<file path="src/core/ffm_map.svh">
// Purpose: offsets, field positions, reset values and timing of the fan failure monitor
// Assumes: 32-bit APB, one register per aligned word
// Notes:   definitions only
`ifndef FFM_MAP_SVH
`define FFM_MAP_SVH

// register byte addresses
`define FFM_CFG_BASE      8'h00
`define FFM_LIMIT_BASE    8'h20
`define FFM_DUTY_BASE     8'h40
`define FFM_COUNT_BASE    8'h60
`define FFM_FAULT_ADDR    8'h80
`define FFM_MASK_ADDR     8'h84
`define FFM_OPT_ADDR      8'h88
`define FFM_CH_SPAN       8'h18

// channel configuration fields
`define FFM_CFG_ROLE      0
`define FFM_CFG_LRPOL     1
`define FFM_CFG_LRSEL     2
`define FFM_CFG_INEN      3
`define FFM_CFG_RANGE_LSB 4
`define FFM_CFG_RANGE_MSB 6
`define FFM_CFG_MODE      7

// options fields
`define FFM_OPT_QUEUE_LSB 0
`define FFM_OPT_QUEUE_MSB 2
`define FFM_OPT_ACT_LSB   4
`define FFM_OPT_ACT_MSB   5

// measured count second half lives at bit 16 of the count word
`define FFM_COUNT_PIN_LSB 16

// reset values
`define FFM_CFG_RST       8'h00
`define FFM_LIMIT_RST     11'h7FF
`define FFM_DUTY_RST      9'h000
`define FFM_MASK_RST      6'h00
`define FFM_QUEUE_RST     3'h1

// value limits
`define FFM_COUNT_MAX     11'h7FF
`define FFM_DUTY_FULL     9'h1FF
`define FFM_QUEUE_MAX     3'h6
`define FFM_RANGE_MAX     3'h5

// timing
`define FFM_PCLK_HZ       25000000
`define FFM_TICK_HZ       8192
`define FFM_MEAS_PERIOD_S 1

`endif

</file>
<file path="src/core/ffm_pkg.sv">
// Purpose: types of the fan failure monitor
// Assumes: six channels, each with a speed input and a drive pin
// Notes:   all module state is one packed struct
`include "ffm_map.svh"

package ffm_pkg;

    typedef enum logic [1:0] {
        FFM_ACT_KEEP,
        FFM_ACT_ZERO,
        FFM_ACT_FULL,
        FFM_ACT_RSVD
    } ffm_action_e;

    // one measurement engine per sensed line
    typedef struct packed {
        logic        armed;
        logic        done;
        logic [5:0]  periods;
        logic [10:0] ticks;
        logic        unlocked;
    } ffm_src_s;

    typedef struct packed {
        logic [5:0][7:0]   cfg;
        logic [5:0][10:0]  limit;
        logic [5:0][8:0]   duty;
        logic [11:0][10:0] meas;
        ffm_src_s [11:0]   src;
        logic [5:0][2:0]   qcnt;
        logic [5:0]        failed;
        logic [5:0]        mask;
        logic [2:0]        queue;
        ffm_action_e       action;
        logic [11:0]       tick_div;
        logic [15:0]       sec_cnt;
        logic [11:0]       sync1;
        logic [11:0]       sync2;
        logic [11:0]       prev;
        logic [31:0]       prdata;
        logic [5:0]        drive;
        logic [5:0]        drive_oe;
        logic              fail_oe;
    } ffm_state_s;

endpackage

</file>
<file path="src/core/ffm_monitor.sv">
// Purpose: six-channel fan speed measurement and fan failure detection, APB slave
// Assumes: pwm_level and duty_at_full come from the duty generator on pclk
//          measurement tick and second are divided down from pclk
// Notes:   engines 0..5 watch speed inputs, 6..11 watch drive pins
//          a failed fan stays failed until its limit or duty is written
//          pslverr marks unmapped and misaligned words
//
// Chosen here: the placing of the registers and the APB interface to the registers.
`timescale 1ns/1ps
`include "ffm_map.svh"

module ffm_monitor
    import ffm_pkg::*;
#(
    parameter int TICK_DIV     = `FFM_PCLK_HZ / `FFM_TICK_HZ,
    parameter int SECOND_TICKS = `FFM_TICK_HZ * `FFM_MEAS_PERIOD_S
) (
    // clock and reset
    input  wire logic        pclk,
    input  wire logic        presetn,
    // apb slave
    input  wire logic        psel,
    input  wire logic        penable,
    input  wire logic        pwrite,
    input  wire logic [7:0]  paddr,
    input  wire logic [31:0] pwdata,
    output logic [31:0]      prdata,
    output logic             pready,
    output logic             pslverr,
    // duty generator side
    input  wire logic [5:0]  pwm_level,
    input  wire logic [5:0]  duty_at_full,
    // fan pins
    input  wire logic [5:0]  speed_pulse_input,
    input  wire logic [5:0]  fan_drive_output_in,
    output logic [5:0]       fan_drive_output_out,
    output logic [5:0]       fan_drive_output_oe,
    // open-drain failure pin, active low
    output logic             fan_fail_n_out,
    output logic             fan_fail_n_oe,
    // status
    output logic [5:0]       fan_failed
);

    ffm_state_s s_r;
    ffm_state_s s_nxt;
    logic       addr_ok;

    localparam logic [11:0] TICK_LAST = 12'(TICK_DIV - 1);
    localparam logic [15:0] SEC_LAST  = 16'(SECOND_TICKS - 1);

    // free running time base: a register write never moves the second
    // boundary, so every channel is evaluated on the same strobe

    ////////////////////////////////////////////////////////////////////////////
    // next state

    always_comb begin
        logic        tick;
        logic        second;
        logic        wr;
        logic        rd_setup;
        logic        hit;
        logic [31:0] rdata;
        logic [2:0]  idx;
        logic [7:0]  off;
        logic [5:0]  clr;
        logic [2:0]  range;
        logic [5:0]  target;
        logic [3:0]  ch;
        logic [10:0] mcnt;
        logic [11:0] lim2;
        logic [2:0]  need;
        logic [2:0]  base_cnt;
        logic        base_failed;
        logic        fault;
        logic        suppress;
        logic        rise;
        logic        locked;

        tick        = 1'b0;
        second      = 1'b0;
        wr          = 1'b0;
        rd_setup    = 1'b0;
        hit         = 1'b0;
        rdata       = 32'h0000_0000;
        idx         = 3'h0;
        off         = 8'h00;
        clr         = 6'h00;
        range       = 3'h0;
        target      = 6'h00;
        ch          = 4'h0;
        mcnt        = 11'h000;
        lim2        = 12'h000;
        need        = 3'h1;
        base_cnt    = 3'h0;
        base_failed = 1'b0;
        fault       = 1'b0;
        suppress    = 1'b0;
        rise        = 1'b0;
        locked      = 1'b0;

        s_nxt = s_r;

        // pins cross into pclk before any logic looks at them
        s_nxt.sync1 = {fan_drive_output_in, speed_pulse_input};
        s_nxt.sync2 = s_r.sync1;
        s_nxt.prev  = s_r.sync2;

        // measurement time base
        tick            = (s_r.tick_div == TICK_LAST);
        s_nxt.tick_div  = tick ? 12'h000 : s_r.tick_div + 12'h001;
        second          = tick && (s_r.sec_cnt == SEC_LAST);
        if (tick) begin
            s_nxt.sec_cnt = second ? 16'h0000 : s_r.sec_cnt + 16'h0001;
        end

        // apb address decode
        wr       = psel && penable && pwrite;
        rd_setup = psel && !penable;
        off      = paddr;
        if (paddr[1:0] != 2'b00) begin
            hit = 1'b0;
        end else if (paddr < `FFM_CFG_BASE + `FFM_CH_SPAN) begin
            hit   = 1'b1;
            off   = paddr - `FFM_CFG_BASE;
            idx   = off[4:2];
            rdata = {24'h000000, s_r.cfg[idx]};
            if (wr) begin
                s_nxt.cfg[idx] = pwdata[7:0];
            end
        end else if (paddr >= `FFM_LIMIT_BASE && paddr < `FFM_LIMIT_BASE + `FFM_CH_SPAN) begin
            hit   = 1'b1;
            off   = paddr - `FFM_LIMIT_BASE;
            idx   = off[4:2];
            rdata = {21'h000000, s_r.limit[idx]};
            if (wr) begin
                s_nxt.limit[idx] = pwdata[10:0];
                clr[idx]         = 1'b1;
            end
        end else if (paddr >= `FFM_DUTY_BASE && paddr < `FFM_DUTY_BASE + `FFM_CH_SPAN) begin
            hit   = 1'b1;
            off   = paddr - `FFM_DUTY_BASE;
            idx   = off[4:2];
            rdata = {23'h000000, s_r.duty[idx]};
            if (wr) begin
                s_nxt.duty[idx] = pwdata[8:0];
                clr[idx]        = 1'b1;
            end
        end else if (paddr >= `FFM_COUNT_BASE && paddr < `FFM_COUNT_BASE + `FFM_CH_SPAN) begin
            hit   = 1'b1;
            off   = paddr - `FFM_COUNT_BASE;
            idx   = off[4:2];
            // both halves come from one strobe, so the pair never tears
            rdata = {5'h00, s_r.meas[4'(idx) + 4'h6], 5'h00, s_r.meas[idx]};
        end else if (paddr == `FFM_FAULT_ADDR) begin
            hit   = 1'b1;
            rdata = {26'h0000000, s_r.failed};
        end else if (paddr == `FFM_MASK_ADDR) begin
            hit   = 1'b1;
            rdata = {26'h0000000, s_r.mask};
            if (wr) begin
                s_nxt.mask = pwdata[5:0];
            end
        end else if (paddr == `FFM_OPT_ADDR) begin
            hit   = 1'b1;
            rdata = {26'h0000000, s_r.action, 1'b0, s_r.queue};
            if (wr) begin
                s_nxt.queue  = pwdata[`FFM_OPT_QUEUE_MSB:`FFM_OPT_QUEUE_LSB];
                s_nxt.action = ffm_action_e'(pwdata[`FFM_OPT_ACT_MSB:`FFM_OPT_ACT_LSB]);
            end
        end else begin
            hit = 1'b0;
        end
        // read data is caught in the setup cycle so it stands from a flop
        // a count read set up on the strobe still sees the last second
        if (rd_setup) begin
            s_nxt.prdata = hit ? rdata : 32'h0000_0000;
        end

        // speed measurement, one engine per sensed line
        // a rise on the strobe cycle is lost with the engine clear;
        // the window then simply opens on the next rise
        for (int k = 0; k < 12; k++) begin
            ch     = (k < 6) ? 4'(k) : 4'(k - 6);
            range  = s_r.cfg[ch][`FFM_CFG_RANGE_MSB:`FFM_CFG_RANGE_LSB];
            if (range > `FFM_RANGE_MAX) begin
                range = `FFM_RANGE_MAX;
            end
            target = 6'h01 << range;
            rise   = s_r.sync2[k] && !s_r.prev[k];
            locked = (s_r.sync2[k] == s_r.cfg[ch][`FFM_CFG_LRPOL]);
            if (!locked) begin
                s_nxt.src[k].unlocked = 1'b1;
            end
            // first edge opens the window, the next 2^range edges close it
            if (rise && !s_r.src[k].armed) begin
                s_nxt.src[k].armed = 1'b1;
            end else if (rise && !s_r.src[k].done) begin
                s_nxt.src[k].periods = s_r.src[k].periods + 6'h01;
                if (s_r.src[k].periods + 6'h01 == target) begin
                    s_nxt.src[k].done = 1'b1;
                end
            end
            if (tick && s_r.src[k].armed && !s_r.src[k].done
                && s_r.src[k].ticks != `FFM_COUNT_MAX) begin
                s_nxt.src[k].ticks = s_r.src[k].ticks + 11'h001;
            end
            // a window not closed within the second reads as a stopped fan
            if (second) begin
                s_nxt.meas[k] = s_r.src[k].done ? s_r.src[k].ticks : `FFM_COUNT_MAX;
                s_nxt.src[k]  = '0;
            end
        end

        // failure evaluation once per second per channel
        // qcnt counts faulty seconds in a row; a clean or suppressed
        // second starts it over
        for (int c = 0; c < 6; c++) begin
            // queue 0 acts as 1, anything above 6 as 6
            need = s_r.queue;
            if (need == 3'h0) begin
                need = 3'h1;
            end else if (need > `FFM_QUEUE_MAX) begin
                need = `FFM_QUEUE_MAX;
            end
            // a write restarts the process, but a same-cycle detection still counts
            base_cnt    = clr[c] ? 3'h0 : s_r.qcnt[c];
            base_failed = clr[c] ? 1'b0 : s_r.failed[c];
            s_nxt.qcnt[c]   = base_cnt;
            s_nxt.failed[c] = base_failed;

            fault    = 1'b0;
            suppress = !s_r.cfg[c][`FFM_CFG_INEN];
            if (s_r.cfg[c][`FFM_CFG_MODE]) begin
                suppress = suppress || (s_r.limit[c] == `FFM_COUNT_MAX);
            end else begin
                suppress = suppress || (s_r.duty[c] == 9'h000);
            end

            if (s_r.cfg[c][`FFM_CFG_LRSEL]) begin
                // locked rotor: the level never left the locked state all second
                fault = !s_r.src[c].unlocked;
                if (s_r.cfg[c][`FFM_CFG_ROLE]) begin
                    fault = fault || !s_r.src[c + 6].unlocked;
                end
            end else begin
                mcnt = s_nxt.meas[c];
                lim2 = {s_r.limit[c], 1'b0};
                if (s_r.cfg[c][`FFM_CFG_MODE]) begin
                    fault = (duty_at_full[c] && mcnt > s_r.limit[c])
                         || (!duty_at_full[c] && {1'b0, mcnt} > lim2)
                         || (mcnt == `FFM_COUNT_MAX);
                end else begin
                    fault = (mcnt > s_r.limit[c]);
                end
                if (s_r.cfg[c][`FFM_CFG_ROLE]) begin
                    fault = fault || (s_nxt.meas[c + 6] > s_r.limit[c]);
                end
            end

            // first excess is only a potential fault: failure needs queue more
            if (second && !base_failed) begin
                if (suppress || !fault) begin
                    s_nxt.qcnt[c] = 3'h0;
                end else if (base_cnt >= need) begin
                    s_nxt.qcnt[c]   = base_cnt + 3'h1;
                    s_nxt.failed[c] = 1'b1;
                end else begin
                    s_nxt.qcnt[c] = base_cnt + 3'h1;
                end
            end

            // drive pin: input when the role bit is set, else policy-gated drive
            // the policy follows the failed flag one cycle later
            s_nxt.drive_oe[c] = !s_r.cfg[c][`FFM_CFG_ROLE];
            s_nxt.drive[c]    = pwm_level[c];
            if (s_r.failed[c]) begin
                case (s_r.action)
                    FFM_ACT_ZERO: begin
                        s_nxt.drive[c] = 1'b0;
                    end
                    FFM_ACT_FULL: begin
                        s_nxt.drive[c] = 1'b1;
                    end
                    default: begin
                        s_nxt.drive[c] = pwm_level[c];
                    end
                endcase
            end
        end

        // pin and flags change on the same edge
        s_nxt.fail_oe = |(s_nxt.failed & ~s_nxt.mask);
    end

    ////////////////////////////////////////////////////////////////////////////
    // state register

    // reset drives every drive pin and flags no fan; detection waits until
    // software sets an input enable
    always_ff @(posedge pclk or negedge presetn) begin
        if (!presetn) begin
            s_r        <= '0;
            s_r.cfg    <= {6{`FFM_CFG_RST}};
            s_r.limit  <= {6{`FFM_LIMIT_RST}};
            s_r.duty   <= {6{`FFM_DUTY_RST}};
            s_r.mask   <= `FFM_MASK_RST;
            s_r.queue  <= `FFM_QUEUE_RST;
            s_r.action <= FFM_ACT_KEEP;
            s_r.drive_oe <= 6'h3F;
        end else begin
            s_r <= s_nxt;
        end
    end

    ////////////////////////////////////////////////////////////////////////////
    // outputs

    // same map as the register decode, kept apart so that pslverr
    // stays a plain function of the bus and needs no state
    always_comb begin
        addr_ok = 1'b0;
        if (paddr[1:0] != 2'b00) begin
            addr_ok = 1'b0;
        end else if (paddr < `FFM_CFG_BASE + `FFM_CH_SPAN) begin
            addr_ok = 1'b1;
        end else if (paddr >= `FFM_LIMIT_BASE && paddr < `FFM_LIMIT_BASE + `FFM_CH_SPAN) begin
            addr_ok = 1'b1;
        end else if (paddr >= `FFM_DUTY_BASE && paddr < `FFM_DUTY_BASE + `FFM_CH_SPAN) begin
            addr_ok = 1'b1;
        end else if (paddr >= `FFM_COUNT_BASE && paddr < `FFM_COUNT_BASE + `FFM_CH_SPAN) begin
            addr_ok = 1'b1;
        end else if (paddr == `FFM_FAULT_ADDR || paddr == `FFM_MASK_ADDR) begin
            addr_ok = 1'b1;
        end else if (paddr == `FFM_OPT_ADDR) begin
            addr_ok = 1'b1;
        end else begin
            addr_ok = 1'b0;
        end
    end

    // zero wait states; unmapped or misaligned words answer with pslverr
    assign pready  = 1'b1;
    assign pslverr = psel && penable && !addr_ok;
    // open drain: the value is fixed low, only the enable moves
    assign prdata               = s_r.prdata;
    assign fan_drive_output_out = s_r.drive;
    assign fan_drive_output_oe  = s_r.drive_oe;
    assign fan_fail_n_out       = 1'b0;
    assign fan_fail_n_oe        = s_r.fail_oe;
    assign fan_failed           = s_r.failed;

endmodule

</file>
<file path="config.mk">
export PLATFORM = sky130hd
export DESIGN_NAME = ffm_monitor
export DESIGN_NICKNAME = d
export VERILOG_FILES = /design/src/core/ffm_pkg.sv /design/src/core/ffm_monitor.sv
export VERILOG_INCLUDE_DIRS = /design/src /design/src/core
export SDC_FILE = /design/constraint.sdc
export NUM_CORES = 2
export LEC_CHECK = 0
export BUFFER_PORTS_ARGS = -buffer_cell sky130_fd_sc_hd__buf_4
export CAP_MARGIN = 0
export CORE_UTILIZATION = 38
export CTS_BUF_LIST = sky130_fd_sc_hd__clkbuf_4 sky130_fd_sc_hd__clkbuf_8 sky130_fd_sc_hd__clkbuf_16
export CTS_CLUSTER_DIAMETER = 60
export DETAILED_ROUTE_END_ITERATION = 10
export GPL_TIMING_DRIVEN = 0
export PLACE_DENSITY = 0.59
export RECOVER_POWER = 100
export SLEW_MARGIN = 20
export SYNTH_ARGS = -nofsm -noshare
export SYNTH_HDL_FRONTEND = slang
export SYNTH_SLANG_ARGS = --single-unit
export TNS_END_PERCENT = 100
</file>
<file path="constraint.sdc">
create_clock -name pclk -period 5.98 [get_ports pclk]
set_clock_uncertainty 0.2 [all_clocks]
set_input_delay 0.598 -clock pclk [delete_from_list [all_inputs] [get_ports pclk]]
set_output_delay 0.598 -clock pclk [all_outputs]
set_load 0.005 [all_outputs]
</file>
* After elaboration in Yosys (flattened, before gate mapping) *
Cells that the tools add are included.

cells by class
  $add $sub $neg = 36
  multiplexer cells = 271
  bitwise operators = 9
  eq/ne operators = 79
  reduce and logical (&&, ||, !) cells = 309
  shift-type cells = 6
  $lt $le $gt $ge = 46

operators by type and width
  kind                     count
  $mux W11                 46
  $mux W20                 12
  $mux W7                  24
  $mux W27                 5
  $add A11 B1 Y11 const B  12
  $eq A11 B11 Y1 const B   12
  $gt A11 B11 Y1           12
  $ne A11 B11 Y1 const B   12
  $mux W1                  118
  $logic_and A1 B1 Y1      101
  $reduce_bool A2 Y1       49
  $logic_not A1 Y1         80
  $mux W3                  26
  $add A6 B1 Y6 const B    12
  $eq A6 B6 Y1             12
  $gt A11 B12 Y1           6
  $bmux W11 S3             2
  $bwmux W66               1
  $mux W6                  11
  $bwmux W54               1
  $logic_not A9 Y1         6
  $bwmux W48               1
  $ne A2 B2 Y1 const B     24
  $bmux W11 S4             1
  47 further kinds         170

word-level totals
  word-level logic and storage cells = 865
  bits in registers = 684
  output and inout bits = 54
  input port bits = 69

* Logic depth before layout (Yosys ltp) *
  depth after elaboration = 18
  gate-level depth with buffers = 20
  depth with buffers taken out = 17

* Worst setup path before layout *
No wires, ideal clock.

  kind = flip-flop to flip-flop
  from = register s_r[81] (netlist name)
  to = register s_r[136] (netlist name)
  stages on the path, launching flop included = 20
  period minus slack after synthesis = 4.680 ns
  data required time = 5.659 ns
  setup slack = 1.300 ns
  library setup time = 0.121 ns
  buffers on the path = 5
  arrival = 4.359 ns
  path through = dfrtp_1 -> ha_1 -> and2_1 -> and4b_1 -> clkbuf_1 -> and2_1 -> clkbuf_1 -> clkbuf_1 -> clkbuf_1 -> clkbuf_1 -> nor2_1 -> a31oi_1 -> ha_1 -> a211oi_1 -> nor2_1 -> a2111oi_0 -> o31ai_1 -> a2111o_1 -> or2_2 -> a22o_1

RTL lines
  what                    line                RTL
  start, declared         ffm_monitor.sv:45   ffm_state_s s_r;
  start signal, assigned  ffm_monitor.sv:313  s_r <= s_nxt;

* Worst setup path in the final report *
  from = input paddr[2]
  to = register s_r (netlist bit prdata[6])

between the ends
  longest elaborated chain between the ends = 10
  elaborated cells between the ends (all ways) = 38
  classes of those cells = 3 x add/sub; 7 x order compare; 3 x eq/ne; 22 x mux; 3 x reduce/logical

RTL lines
  what                                                                   line                RTL
  start, declared                                                        ffm_monitor.sv:25   input wire logic [7:0] paddr,
  parallel branches: the longest is 9 deep, another holds $sub A5 B1 Y5  n/a
  $mux W32 (*)                                                           ffm_monitor.sv:178  s_nxt.prdata = hit ? rdata : 32'h0000_0000;

Every way passes the cells marked *. The select of a mux whose other input is x is not followed.
A chain may end at the register's enable or synchronous reset.

==> out/qor_table.md <==
| Quantity | This run |
| --- | --- |
| Share of the cycle needed by the critical path after routing | 0.999 |
| Type of destination of the critical path | flop |
| Outcome | finished, violations left |
| First DRT Iteration DRCs | 3,761 |
| Maximum frequency from static timing analysis | 167 MHz |
| Share of the core filled with cells | 0.440 |
| Violations in the final reports | capacitance limit, slew limit |
| Instance count of the mapped netlist | 4,074 |
| Arrival time of the worst setup path | 6350 ps |
| Startpoint Class | primary input |
| Cell Pwr Density | 277 mW/mm2 |
| Path type of the worst setup path | primary input to flop |
| Fin. max-slew vios | 215 |
| Remaining routing DRC violations | 0 |
| Number of iterations in the first detailed-routing pass | 7 |
| Clk root buf | sky130_fd_sc_hd__clkbuf_16 |
| Flops & latches, synth | 674 |
| RSZ-0062 raised after global routing | false |
| Actual slew at the worst max-slew pin | 3070 ps |
| Worst path required time | 6350 ps |
| Global-route wire length before repair | 214,000 um |
| Number of H-tree branching levels | 3 |
| Number of failing setup endpoints in the final timing report | 0 |
| Asr flop ratio synth | 1.00 |
| Antenna violations before repair | 1 |
| Register clock-pin slew on the reported worst setup and hold paths | 60 ps |
| Design area | 0.0449 mm2 |
| Number of CTS-inserted buffers | 82 |
| Aggregate global-route resource usage | 0.280 |
| Synth warnings | 0 |
| Final hold vios | 0 |
| Overall Power | 0.0124 W |
| Worst-path fanout max | 10 |
| Highest ir drop seen on vdd | 0.000196 V |
| Detailed Route WL | 147,000 um |
| Area of placed instances | 0.0417 mm2 |
| Number of library cell types mapped by synthesis | 78 |
| Max capacitance violation total | 4 |
| Starting Density | 0.383 |
| Part of the Yosys area used for sequential elements | 0.434 |
| HP Class | primary input to flop |
| Routed via count | 33,200 |
| Height of the die | 323 um |
| Dominant synthesized flop cell | sky130_fd_sc_hd__dfrtp_1 |
| Std cell rows | 117 |
| Worst skew pair latency | 680 ps |
| Syn-to-layout area delta | 14.8% |
| Number of port buffers | 83 |
| Total Die Area | 0.104 mm2 |
| Mean Syn Cell Area | 9.59 um2 |
| Vias in the first global route | 31,400 |
| # IOs | 123 |
| Count of flip-flops with a built-in enable after synthesis | 0 |
| Detailed-placement wirelength estimate | 114,000 um |
| Core Region | 0.102 mm2 |
| Max Buffers Root-to-Sink | 3 |
| Gpl congestion | 1.06 |
| Worst hold margin | 38.9 ps |
| CTS tree | built |
| Worst max-slew margin expressed relative to the limit | -1.05 |
| Number of sinks handled by clock tree synthesis | 674 |
| Maximum number of pins on one net before global-route repair | 95 |
| Synthesized area | 0.0391 mm2 |
| Post-route ant nets | 0 |
| Final net count | 4,601 |
| Leak | 20.6 nW |
| Post-layout min period | 5970 ps |
| Post-DR wirelength/cell | 25.6 um |
| Average via count per standard cell | 5.80 |
| Fraction of layout instances using a drive strength above 1 | 0.144 |
| Global-route congestion overflow total | 0 |
| Width of the die | 323 um |
repair_timing:
item / CTS / global route
buffers inserted: 0 / 3
hold buffers: 20 / 0
gates cloned: 0 / 0
endpoints found under the hold margin: 73 / 0
setup endpoints to repair: 25 / 23
gates resized for setup: 30 / 9
pin swaps: 0 / 2
per-layer routing:
layer,part of all wire,wire [um],global-route usage,up-vias
li1,-,-,-,14800
met1,0.42,60900,0.376,16500
met2,0.44,64900,0.430,1508
met3,0.085,12500,0.0547,381
met4,0.056,8280,0.141,0
met5,0,0,0,-
critical path, stage by stage:
cell,delay (ps)
sky130_fd_sc_hd__clkbuf_1,250
sky130_fd_sc_hd__clkbuf_1,680
sky130_fd_sc_hd__clkbuf_1,1030
sky130_fd_sc_hd__clkbuf_1,920
sky130_fd_sc_hd__clkbuf_1,1080
sky130_fd_sc_hd__mux2i_1,440
sky130_fd_sc_hd__o21ai_0,800
sky130_fd_sc_hd__a21oi_1,290
sky130_fd_sc_hd__o21ai_0,200
power by group:
part	internal, W	switching, W
clock	0.00333	0.00216
sequential	0.00480	0.000266
combinational	0.000671	0.00118
total	0.00881	0.00361
through the flow:
step,worst slack [ps],std cells,TNS (ps)
global route,31.9,5724,0
CTS,14.6,5719,0
global placement,-3860,5535,-2375300
finish,6.08,5725,0
floorplan,1300,4084,0
detailed placement,-2110,5547,-43080
cell usage in the layout, fill, tap and decap left out, drive strengths merged, types with 17 or more instances in the layout:
| cell type | Yosys | layout |
|---|---|---|
| dfrtp | 601 | 601 |
| nor2 | 468 | 468 |
| clkbuf | 172 | 358 |
| nand2 | 306 | 306 |
| inv | 251 | 256 |
| o21ai | 249 | 249 |
| ha | 248 | 248 |
| a21oi | 198 | 198 |
| xnor2 | 154 | 154 |
| mux2 | 148 | 148 |
| nand4 | 128 | 128 |
| nand3 | 127 | 127 |
| a31oi | 125 | 125 |
| buf | 79 | 103 |
| xor2 | 90 | 90 |
| dfstp | 73 | 73 |
| mux2i | 66 | 66 |
| mux4 | 59 | 59 |
| nor3 | 54 | 54 |
| nor2b | 53 | 53 |
| and3 | 42 | 42 |
| nor4 | 39 | 39 |
| or3 | 28 | 28 |
| nand2b | 26 | 26 |
| o211ai | 26 | 26 |
| and2 | 25 | 25 |
| clkinv | 0 | 22 |
| a211oi | 20 | 20 |
| dlygate4sd3 | 0 | 20 |
| a21o | 18 | 18 |
| o22ai | 18 | 18 |
| a22oi | 17 | 17 |
final timing paths:
check | startpoint | end | slack, ps | depth (start not counted)
max | paddr[2] | prdata[6] | 6 | 9
min | pwdata[0] | s_r[114] | 40 | 3
max reg2reg | s_r[81] | fan_fail_n_oe | 190 | 18
min reg2reg | s_nxt[61] | s_nxt[49] | 140 | 0
max in group asynchronous | presetn | fan_drive_output_oe[4] | 940 | 5
min in group asynchronous | presetn | s_r[197] | 1300 | 2
area by class of cell:
cell class	count	area [um2]
inverter	251	942
multi-input combinational	2908	20100
buffer	248	1180
tap	1368	1710
timing repair buffer	119	996
clock inverter	40	546
fill	9998	57000
antenna	3	7.51
clock buffer	114	2460
sequential	674	17000
sequential cells by signal, summed over array words and instances (netlist names):
signal / cells
s_r: 609
fan_failed: 6
fan_drive_output_oe: 6
s_nxt: 24
fan_fail_n_oe: 1
fan_drive_output_out: 6
prdata: 22
synthesized netlist by cell type, drive strengths merged (18+ instances only):
library cell  instances  area [um2]
a211oi               20         150
a21o                 18         135
a21oi               198        1000
a31oi               125         782
and2                 25         156
and3                 42         263
buf                  79         510
clkbuf              172         646
dfrtp               601       15000
dfstp                73        1920
ha                  248        3100
inv                 251         942
mux2                148        1670
mux2i                66         661
mux4                 59        1330
nand2               306        1150
nand2b               26         163
nand3               127         636
nand4               128         801
nor2                468        1760
nor2b                53         332
nor3                 54         270
nor4                 39         244
o211ai               26         195
o21ai               249        1250
o22ai                18         113
or3                  28         175
xnor2               154        1350
xor2                 90         788
cell families (layout without fill, tap and decap cells):
logic type               Yosys count  in the layout  synth area share
buffers and inverters            502            772            0.0537
multiplexers                     273            273            0.0936
AO/OA/AOI/OAI                    768            768             0.118
adder cells (fa/ha/maj)          249            249            0.0797
AND/OR/NAND/NOR                 1362           1362             0.166
flip-flops                       674            674             0.434
XOR/XNOR                         244            244            0.0547
other                              2             15          0.000192
(Power assumes the default switching activity.)
